## config.mk

```make
export PLATFORM = sky130hd
export DESIGN_NAME = icd_top
export DESIGN_NICKNAME = d
export VERILOG_FILES = /design/src/icd_pkg.sv /design/src/icd_cmd_if.sv /design/src/icd_classify.sv /design/src/icd_top.sv
export SDC_FILE = /design/constraint.sdc
export NUM_CORES = 1
export LEC_CHECK = 0
export BUFFER_PORTS_ARGS = -buffer_cell sky130_fd_sc_hd__buf_4
export CORE_MARGIN = 2
export CORE_UTILIZATION = 47
export DETAILED_ROUTE_END_ITERATION = 16
export GPL_TIMING_DRIVEN = 0
export HOLD_SLACK_MARGIN = 0.05
export PLACE_DENSITY_LB_ADDON = 0.12
export SKIP_LAST_GASP = 1
export SLEW_MARGIN = 20
export SYNTH_ARGS = -nofsm -noshare
export SYNTH_HDL_FRONTEND = slang
export SYNTH_SLANG_ARGS = --single-unit
export TNS_END_PERCENT = 5
```

## constraint.sdc

```tcl
create_clock -name sys_clk -period 2.63 [get_ports sys_clk]
set_input_delay 0.526 -clock sys_clk [delete_from_list [all_inputs] [get_ports sys_clk]]
set_output_delay 0.526 -clock sys_clk [all_outputs]
set_load 0.005 [all_outputs]
```

## src/icd_pkg.sv

```systemverilog
`default_nettype none
package icd_pkg;
  // register bus geometry
  localparam int ICD_AW = 8;
  localparam int ICD_DW = 32;
  localparam logic [ICD_AW-1:0] ICD_OFS_CTRL = 8'H00;
  localparam logic [ICD_AW-1:0] ICD_OFS_STATUS = 8'H04;
  localparam logic [ICD_AW-1:0] ICD_OFS_TXDATA = 8'H08;
  // control register fields
  localparam int ICD_CTRL_ADDR_LSB = 0;
  localparam int ICD_CTRL_ADDR_W = 5;
  localparam int ICD_CTRL_SRQ_BIT = 8;
  // status register fields
  localparam int ICD_ST_LISTEN = 0;
  localparam int ICD_ST_TALK = 1;
  localparam int ICD_ST_REMOTE = 2;
  localparam int ICD_ST_LOCKOUT = 3;
  localparam int ICD_ST_SPOLL = 4;
  localparam int ICD_ST_SRQ = 5;
  localparam int ICD_ST_TXFULL = 6;
  localparam int ICD_ST_REN = 7;
  localparam int ICD_ST_ATN = 8;
  // transmit register fields
  localparam int ICD_TX_LAST_BIT = 8;
  // primary address limits and reset value
  localparam logic [4:0] ICD_ADDR_MAX = 5'H1E;
  localparam logic [4:0] ICD_ADDR_RST = 5'H0A;
  // command codes, seven bits
  localparam logic [6:0] ICD_GTL = 7'H01;
  localparam logic [6:0] ICD_SDC = 7'H04;
  localparam logic [6:0] ICD_GET = 7'H08;
  localparam logic [6:0] ICD_LLO = 7'H11;
  localparam logic [6:0] ICD_DCL = 7'H14;
  localparam logic [6:0] ICD_SPE = 7'H18;
  localparam logic [6:0] ICD_SPD = 7'H19;
  localparam logic [6:0] ICD_UNL = 7'H3F;
  localparam logic [6:0] ICD_UNT = 7'H5F;
  // group select in code bits 6:5
  localparam logic [1:0] ICD_GRP_LAG = 2'H1;
  localparam logic [1:0] ICD_GRP_TAG = 2'H2;
  localparam logic [1:0] ICD_GRP_SCG = 2'H3;
  // synchroniser bit positions of the pin vector
  localparam int ICD_PIN_W = 13;
  localparam int ICD_PIN_ATN = 8;
  localparam int ICD_PIN_IFC = 9;
  localparam int ICD_PIN_REN = 10;
  localparam int ICD_PIN_EOI = 11;
  localparam int ICD_PIN_DAV = 12;
endpackage : icd_pkg
`default_nettype wire

```

## src/icd_cmd_if.sv

```systemverilog
`timescale 1ns/1ps
`default_nettype none
interface icd_cmd_if;
  logic [6:0] code;
  logic [4:0] my_addr;
  logic is_gtl;
  logic is_sdc;
  logic is_get;
  logic is_llo;
  logic is_dcl;
  logic is_spe;
  logic is_spd;
  logic is_unl;
  logic is_unt;
  logic is_my_lag;
  logic is_my_tag;
  logic is_scg;
  modport classifier(
    input code, my_addr,
    output is_gtl, is_sdc, is_get, is_llo, is_dcl, is_spe, is_spd,
    output is_unl, is_unt, is_my_lag, is_my_tag, is_scg
  );
  modport user(
    output code, my_addr,
    input is_gtl, is_sdc, is_get, is_llo, is_dcl, is_spe, is_spd,
    input is_unl, is_unt, is_my_lag, is_my_tag, is_scg
  );
endinterface : icd_cmd_if
`default_nettype wire

```

## src/icd_classify.sv

```systemverilog
`timescale 1ns/1ps
`default_nettype none
module icd_classify (
  icd_cmd_if.classifier c
);
  import icd_pkg::*;

  wire [1:0] grp = c.code[6:5];
  wire addr_hit = (c.code[4:0] == c.my_addr);

  assign c.is_gtl = (c.code == ICD_GTL);
  assign c.is_sdc = (c.code == ICD_SDC);
  assign c.is_get = (c.code == ICD_GET);
  assign c.is_llo = (c.code == ICD_LLO);
  assign c.is_dcl = (c.code == ICD_DCL);
  assign c.is_spe = (c.code == ICD_SPE);
  assign c.is_spd = (c.code == ICD_SPD);
  assign c.is_unl = (c.code == ICD_UNL);
  assign c.is_unt = (c.code == ICD_UNT);
  // all-ones address field is unlisten/untalk, never an address
  assign c.is_my_lag = (grp == ICD_GRP_LAG) && addr_hit && !c.is_unl;
  assign c.is_my_tag = (grp == ICD_GRP_TAG) && addr_hit && !c.is_unt;
  // secondary group is flagged so the caller can ignore it
  assign c.is_scg = (grp == ICD_GRP_SCG);
endmodule : icd_classify
`default_nettype wire

```

## src/icd_top.sv

```systemverilog
// Operation
// attention, interface clear, remote enable come only from controller; inputs only.
// service request line held asserted while service is needed, until serviced.
// end-or-identify accompanies only the final byte of a multi-byte message.
// interface clear drops the device into talker idle and listener idle.
// bytes taken with attention true are addresses or bus commands.
// universal commands act whether or not the device is addressed.
// local lockout code 11 sets lockout, disabling front panel controls.
// device clear code 14 restores power-up defaults.
// code 18 enters serial poll mode, code 19 leaves it.
// selective device clear 04 restores defaults only when addressed to listen.
// go-to-local 01 while listener leaves remote mode.
// group execute trigger 08 while listener fires the trigger.
// unlisten 3F with attention forces listener idle.
// untalk 5F with attention forces talker idle.
// listen address 20-3F matching primary address makes device listener.
// talk address 40-5F matching primary address makes device talker.
// commands are seven bits; eighth data line is ignored.
// secondary addressing absent; secondary group bytes do nothing.
// attention-false bytes forwarded as characters only while listener.
// addressed commands and data need listen addressing; universal need attention.
// controller sends unlisten, listen address, command, then releases attention.
// with remote enable asserted, device enters remote when addressed; here only its listen address sets remote, its talk address does not.
// primary address is a stored value from 0 to 30.
// bus lines are active low and inverted before interpretation.
// talker waits for ready-for-data, then asserts data valid; here data valid is an input only, and an external handshake signals tx_accept.
// reset leaves both idle states, local mode, no lockout, no serial poll.
//
// Design decisions made here: the register offsets and strobed register access.
`timescale 1ns/1ps
`default_nettype none
module icd_top (
  input wire logic sys_clk,
  input wire logic rstn,
  input wire logic [icd_pkg::ICD_AW-1:0] reg_addr,
  input wire logic [icd_pkg::ICD_DW-1:0] reg_wdata,
  input wire logic reg_wr,
  input wire logic reg_rd,
  output logic [icd_pkg::ICD_DW-1:0] reg_rdata,
  input wire logic [7:0] dio_n_in,
  output logic [7:0] dio_n_out,
  output logic dio_oe,
  input wire logic atn_n,
  input wire logic ifc_n,
  input wire logic ren_n,
  input wire logic dav_n,
  input wire logic eoi_n_in,
  output logic eoi_n_out,
  output logic eoi_oe,
  output logic srq_n_out,
  output logic srq_oe,
  input wire logic tx_accept,
  output logic rx_valid,
  output logic [6:0] rx_char,
  output logic rx_last,
  output logic remote,
  output logic lockout,
  output logic trigger,
  output logic dev_clear
);
  import icd_pkg::*;

  ////////////////////////////////////////////////////////////////////////////
  // pin synchronisers: data is sampled through the same two stages as the
  // strobe, so a byte and its valid edge stay aligned
  logic [ICD_PIN_W-1:0] pin_meta;
  logic [ICD_PIN_W-1:0] pin_sync;
  logic dav_prev;
  // attention, clear and remote enable are only ever sampled here
  wire [ICD_PIN_W-1:0] pin_raw = {dav_n, eoi_n_in, ren_n, ifc_n, atn_n, dio_n_in};

  always_ff @(posedge sys_clk) begin
    if (!rstn) begin
      pin_meta <= '1;
      pin_sync <= '1;
      dav_prev <= 1'H0;
    end else begin
      pin_meta <= pin_raw;
      pin_sync <= pin_meta;
      dav_prev <= !pin_sync[ICD_PIN_DAV];
    end
  end

  // low level is true on every line
  wire [7:0] dio_true = ~pin_sync[7:0];
  wire atn_s = !pin_sync[ICD_PIN_ATN];
  wire ifc_s = !pin_sync[ICD_PIN_IFC];
  wire ren_s = !pin_sync[ICD_PIN_REN];
  wire eoi_s = !pin_sync[ICD_PIN_EOI];
  wire dav_s = !pin_sync[ICD_PIN_DAV];
  wire byte_stb = dav_s && !dav_prev;
  wire cmd_stb = byte_stb && atn_s;
  wire data_stb = byte_stb && !atn_s;

  ////////////////////////////////////////////////////////////////////////////
  // command classification
  logic [4:0] prim_addr;
  icd_cmd_if c ();
  assign c.code = dio_true[6:0];
  assign c.my_addr = prim_addr;

  icd_classify u_classify (
    .c(c)
  );

  ////////////////////////////////////////////////////////////////////////////
  // interface state
  logic listener;
  logic talker;
  logic spoll;
  logic srq_req;
  logic tx_full;
  logic [7:0] tx_byte;
  logic tx_last;

  // secondary bytes never reach any of the decodes below
  wire cmd_ok = cmd_stb && !c.is_scg;
  wire do_unl = cmd_ok && c.is_unl;
  wire do_unt = cmd_ok && c.is_unt;
  wire do_lag = cmd_ok && c.is_my_lag;
  wire do_tag = cmd_ok && c.is_my_tag;
  wire do_llo = cmd_ok && c.is_llo;
  wire do_dcl = cmd_ok && c.is_dcl;
  wire do_spe = cmd_ok && c.is_spe;
  wire do_spd = cmd_ok && c.is_spd;
  wire do_sdc = cmd_ok && c.is_sdc && listener;
  wire do_gtl = cmd_ok && c.is_gtl && listener;
  wire do_get = cmd_ok && c.is_get && listener;
  wire do_clear = do_dcl || do_sdc;
  // the controller addressing the device as talker in serial poll is the service
  wire serviced = spoll && do_tag;

  wire next_listener = ifc_s ? 1'H0 : do_unl ? 1'H0 : do_lag ? 1'H1 : listener;
  wire next_talker = ifc_s ? 1'H0 : do_unt ? 1'H0 : do_tag ? 1'H1 : talker;
  wire next_spoll = ifc_s ? 1'H0 : do_spe ? 1'H1 : do_spd ? 1'H0 : spoll;
  // leaving remote enable returns local and drops lockout together
  wire next_remote = !ren_s ? 1'H0 : do_lag ? 1'H1 : do_gtl ? 1'H0 : remote;
  wire next_lockout = !ren_s ? 1'H0 : do_llo ? 1'H1 : lockout;

  always_ff @(posedge sys_clk) begin
    if (!rstn) begin
      listener <= 1'H0;
      talker <= 1'H0;
      spoll <= 1'H0;
      remote <= 1'H0;
      lockout <= 1'H0;
    end else begin
      listener <= next_listener;
      talker <= next_talker;
      spoll <= next_spoll;
      remote <= next_remote;
      lockout <= next_lockout;
    end
  end

  always_ff @(posedge sys_clk) begin
    if (!rstn) begin
      trigger <= 1'H0;
      dev_clear <= 1'H0;
      rx_valid <= 1'H0;
      rx_char <= 7'H00;
      rx_last <= 1'H0;
    end else begin
      trigger <= do_get && !ifc_s;
      dev_clear <= do_clear;
      rx_valid <= data_stb && listener && !ifc_s;
      if (data_stb) begin
        rx_char <= dio_true[6:0];
        rx_last <= eoi_s;
      end
    end
  end

  ////////////////////////////////////////////////////////////////////////////
  // register port
  wire sel_ctrl = (reg_addr == ICD_OFS_CTRL);
  wire sel_status = (reg_addr == ICD_OFS_STATUS);
  wire sel_tx = (reg_addr == ICD_OFS_TXDATA);
  wire wr_ctrl = reg_wr && sel_ctrl;
  wire wr_tx = reg_wr && sel_tx;
  wire [4:0] wr_addr = reg_wdata[ICD_CTRL_ADDR_LSB +: ICD_CTRL_ADDR_W];
  // an out-of-range address is dropped so the old one keeps working
  wire addr_ok = (wr_addr <= ICD_ADDR_MAX);
  // a software request written in the same cycle as a service wins
  wire next_srq = wr_ctrl ? reg_wdata[ICD_CTRL_SRQ_BIT] :
                  (serviced || do_clear) ? 1'H0 : srq_req;
  wire next_tx_full = wr_tx ? 1'H1 : (tx_accept || do_clear) ? 1'H0 : tx_full;

  always_ff @(posedge sys_clk) begin
    if (!rstn) begin
      prim_addr <= ICD_ADDR_RST;
      srq_req <= 1'H0;
      tx_full <= 1'H0;
      tx_byte <= 8'H00;
      tx_last <= 1'H0;
    end else begin
      if (wr_ctrl && addr_ok) begin
        prim_addr <= wr_addr;
      end
      srq_req <= next_srq;
      tx_full <= next_tx_full;
      if (wr_tx) begin
        tx_byte <= reg_wdata[7:0];
        tx_last <= reg_wdata[ICD_TX_LAST_BIT];
      end
    end
  end

  wire [ICD_DW-1:0] ctrl_view = ICD_DW'({srq_req, 3'H0, prim_addr});
  wire [ICD_DW-1:0] status_view = ICD_DW'({atn_s, ren_s, tx_full, srq_req, spoll,
                                           lockout, remote, talker, listener});
  wire [ICD_DW-1:0] tx_view = ICD_DW'({tx_last, tx_byte});
  wire [ICD_DW-1:0] rd_mux = sel_ctrl ? ctrl_view : sel_status ? status_view :
                             sel_tx ? tx_view : '0;

  always_ff @(posedge sys_clk) begin
    if (!rstn) begin
      reg_rdata <= '0;
    end else begin
      reg_rdata <= reg_rd ? rd_mux : '0;
    end
  end

  ////////////////////////////////////////////////////////////////////////////
  // bus drivers; the external acceptor handshake signals tx_accept
  // never drive data while attention is true, or another talker would clash
  wire drive_data = talker && !atn_s && tx_full && !ifc_s;

  always_ff @(posedge sys_clk) begin
    if (!rstn) begin
      dio_n_out <= 8'HFF;
      dio_oe <= 1'H0;
      eoi_n_out <= 1'H1;
      eoi_oe <= 1'H0;
      srq_n_out <= 1'H1;
      srq_oe <= 1'H0;
    end else begin
      dio_n_out <= ~tx_byte;
      dio_oe <= drive_data;
      eoi_n_out <= !(drive_data && tx_last);
      eoi_oe <= drive_data && tx_last;
      srq_n_out <= !srq_req;
      srq_oe <= srq_req;
    end
  end
endmodule : icd_top
`default_nettype wire

```

==> summary.md <==
| Metric | Value |
|---|---|
| Post-Synth XOR/XNOR Area | 1.53% |
| R2R cell count | 5 |
| Residual DRC count | 0 |
| Total grt overflow | 0 |
| Status | finished, final reports clean |
| Overall die height | 82.1 um |
| Largest net degree at the start of global routing | 13 |
| Gr usage total | 18.9% |
| GR Util met1 | 22.6% |
| Global routing met3 resource utilization | 4.57% |
| Vias in the first global route | 2025 |
| Worst Hold End | pin_meta[12]$_SDFF_PN1_ |
| GRT Max-Usage Layer | met2 |
| Fmax | 0.482 GHz |
| Average wire per cell in the routed design | 12.4 um |
| Placement Cell Area | 3550 um2 |
| Setup TNS | 0 ps |
| Die footprint | 6750 um2 |
| CP Class | in -> reg |
| Fin crit period | 2070 ps |
| RSZ-0062 raised after global routing | false |
| Final Hold Fails | 0 |
| Hold Crit Class | in -> reg |
| Clock Path Buffers | 2 |
| Worst slew pin tran | 905 ps |
| Design area | 3710 um2 |
| Final WL | 6030 um |
| Yosys top cell area share | 55.1% |
| Crit path capture type | register |
| Routed Antenna Nets | 0 |
| Worst EP required | 2820 ps |
| Met2 Use GR | 30.9% |
| Die width | 82.1 um |
| Drt first pass iters | 4 |
| Area grow syn2layout | 29.4% |
| Mux contribution to synthesized area | 1.39% |
| Port Buffers | 67 |
| CTS tree | yes |
| Area contributors post-synth | dfxtp_1 55%, nand2b_1 6.1%, buf_4 6.0% |
| CP max FO | 9 |
| Count of state elements after synthesis | 79 |
| Pwr dens | 576 nW/um2 |
| Setup Skew | 5.26 ps |
| I/O pin count | 116 |
| Syn avg cell area | 9.38 um2 |
| Synth Area in Compound Gates | 9.90% |
| Clock transition at path regs | 70 ps |
| Drt via density | 4.74 |
| Post_cts resized | 0 |
| Crit Reg-Reg Endpoint | spoll$_SDFFE_PN0P_ |
| Placer Congestion | 0.834 |
| Core Region | 5920 um2 |
| Num CTS Buffers | 9 |
| Crit path DAT | 2260 ps |
| # H-tree levels | 3 |
| Largest area contributor in the netlist | dfxtp_1 |
| Number of clock sinks | 79 |
| Leakage power | 0.00156 uW |
| Placed insts | 470 |
| Final setup fails | 0 |
| Max-Cap Viols | 0 |
| HPWL after DPL | 4570 um |
| ANT cells | 0 |
| Largest family of logic cells by synthesized area | simple AND/OR/NAND/NOR gates |
| Cell Area, Synth | 2870 um2 |
| Clock root buffer | clkbuf_8 |
| WHS Path Cells | 2 |
| Share of layout cells above drive strength 1 | 26.8% |
| Yosys warning count | 0 |
| Initial DRC Count | 115 |
| Reg-to-reg setup timing slack | 670 ps |
| Via count | 2301 |
| Peak supply drop | 0.371 mV |
| R2R Path Start | pin_sync[8]$_SDFF_PN1_ |
| Non-filler instance count after layout | 485 |
| Final worst-path cycle share | 78.9% |
| Syn Inst Count | 306 |
| Initial antenna violation count | 0 |
| Setup slack after layout | 555 ps |
| Clock latency on the worst-skew pair | 340 ps |
| Rows | 28 |
| Distinct cells, synth | 35 |
| Max Slew Vio Count | 0 |
| FILL cells | 532 |
| HP Start | dav_n |
| First-pass GRT wire length | 9350 um |
| Slew headroom | 39.5% |
| Post-CTS Setup Bufs | 0 |
| Setup WS pre-CTS | 152 ps |
| Hold_buf cts | 0 |
| Post-layout nets | 464 |
| Sequential-to-total area share from yosys stat | 55.1% |
| Setup crit start kind | primary input |
| Simple-Gate Fraction of Synth Area | 23.3% |
| Starting Density | 48.5% |
| Synth Area in Adders | 0% |
[synthesized netlist by cell type (all sizes together)]
library cell and n:
nand2b 28, nand3b 1, xnor2 2, xor2 3
nand3 6, and2 3, o22ai 1, and4 1
nand2 35, nor2 33, or3 2, a211oi 10
a31oi 2, dfxtp 79, inv 8, nor2b 5
mux2i 4, nand4 1, or3b 1, a2111oi 5
and3 2, o21ai 3, a22oi 3, or4 2
nor3 5, nor3b 4, nor4 3, conb 1
buf 24, clkbuf 11, o41ai 1, a21oi 17
[worst max-delay path, stage by stage]
cell,delay [ps]
buf_4,110
or4_4,540
nor3_2,270
nand3_1,310
a2111oi_0,510
[layout make-up]
type | count | area [um2] | share of cell area (%)
plain buffers | 35 | 219 | 5.90
clock buffers | 11 | 141 | 3.81
clock inverters | 4 | 22.5 | 0.606
inverters | 8 | 30.0 | 0.809
multi-input cells | 206 | 1120 | 30.2
flip-flops and latches | 79 | 1580 | 42.6
well taps | 75 | 93.8 | 2.53
repair buffers | 67 | 503 | 13.5
[metrics by stage]
stage	util, %	hold WS (ps)	total power (uW)
after floorplan	-	372	1350
after global placement	60.0	385	1410
after detailed placement	60.0	383	1420
after CTS	62.7	357	2150
after global routing	62.7	358	2240
final	62.7	367	2140
[logic make-up (layout without fill, tap and decap cells)]
group / count (synthesis) / count (layout)
and+or+nand+nor: 132 / 132
DFF: 79 / 79
buffers and inverters: 43 / 125
AOI/OAI and AO/OA: 42 / 42
xor gates and xnor gates: 5 / 5
muxes: 4 / 4
other: 1 / 23
[flip-flops by register name, summed over array words and instances (netlist names), 5 cells and up]
name / count
tx_byte: 8
pin_sync: 12
dio_n_out: 8
pin_meta: 12
reg_rdata: 9
c.my_addr: 5
rx_char: 7
[worst max-delay path by stage]
| stage | startpoint | end | slack (ps) | cells past startpoint |
|---|---|---|---|---|
| 2_1_floorplan | reg_addr[3] | c.my_addr[0]$_SDFFE_PN0P_ | 450 | 6 |
| 3_3_place_gp | reg_addr[7] | reg_rdata[4]$_SDFF_PN0_ | 150 | 5 |
| 3_5_place_dp | reg_addr[7] | reg_rdata[4]$_SDFF_PN0_ | 150 | 5 |
| 4_1_cts | reg_addr[7] | reg_rdata[4]$_SDFF_PN0_ | 500 | 5 |
| 5_1_grt | reg_addr[7] | reg_rdata[3]$_SDFF_PN0_ | 430 | 5 |
| 6_report | reg_addr[7] | reg_rdata[4]$_SDFF_PN0_ | 560 | 5 |
[cell usage in the layout, fill, tap and decap left out, types with 4 or more instances in the layout]
cell type | Yosys | routed
a2111oi_0 | 5 | 5
a211oi_1 | 10 | 10
a21oi_1 | 17 | 17
buf_4 | 23 | 90
clkbuf_1 | 11 | 12
clkbuf_8 | 0 | 10
conb_1 | 1 | 23
dfxtp_1 | 79 | 79
inv_1 | 8 | 8
mux2i_1 | 4 | 4
nand2_1 | 35 | 35
nand2b_1 | 28 | 28
nand3_1 | 6 | 6
nor2_1 | 33 | 33
nor2b_1 | 5 | 5
nor3_1 | 4 | 4
nor3b_1 | 4 | 4
[power by group]
| part | total [uW] | internal, uW | switching [uW] |
|---|---|---|---|
| Combinational | 158 | 86.2 | 71.3 |
| Sequential | 1230 | 1220 | 12.8 |
| Clock | 750 | 358 | 392 |
| Total | 2140 | 1660 | 476 |
[metal layers]
layer	routed length (um)	part of all wire [%]
met1	2440	40
met2	2910	48
met3	553	9.2
met4	129	2.1
met5	0	0
(Power assumes the default switching activity.)
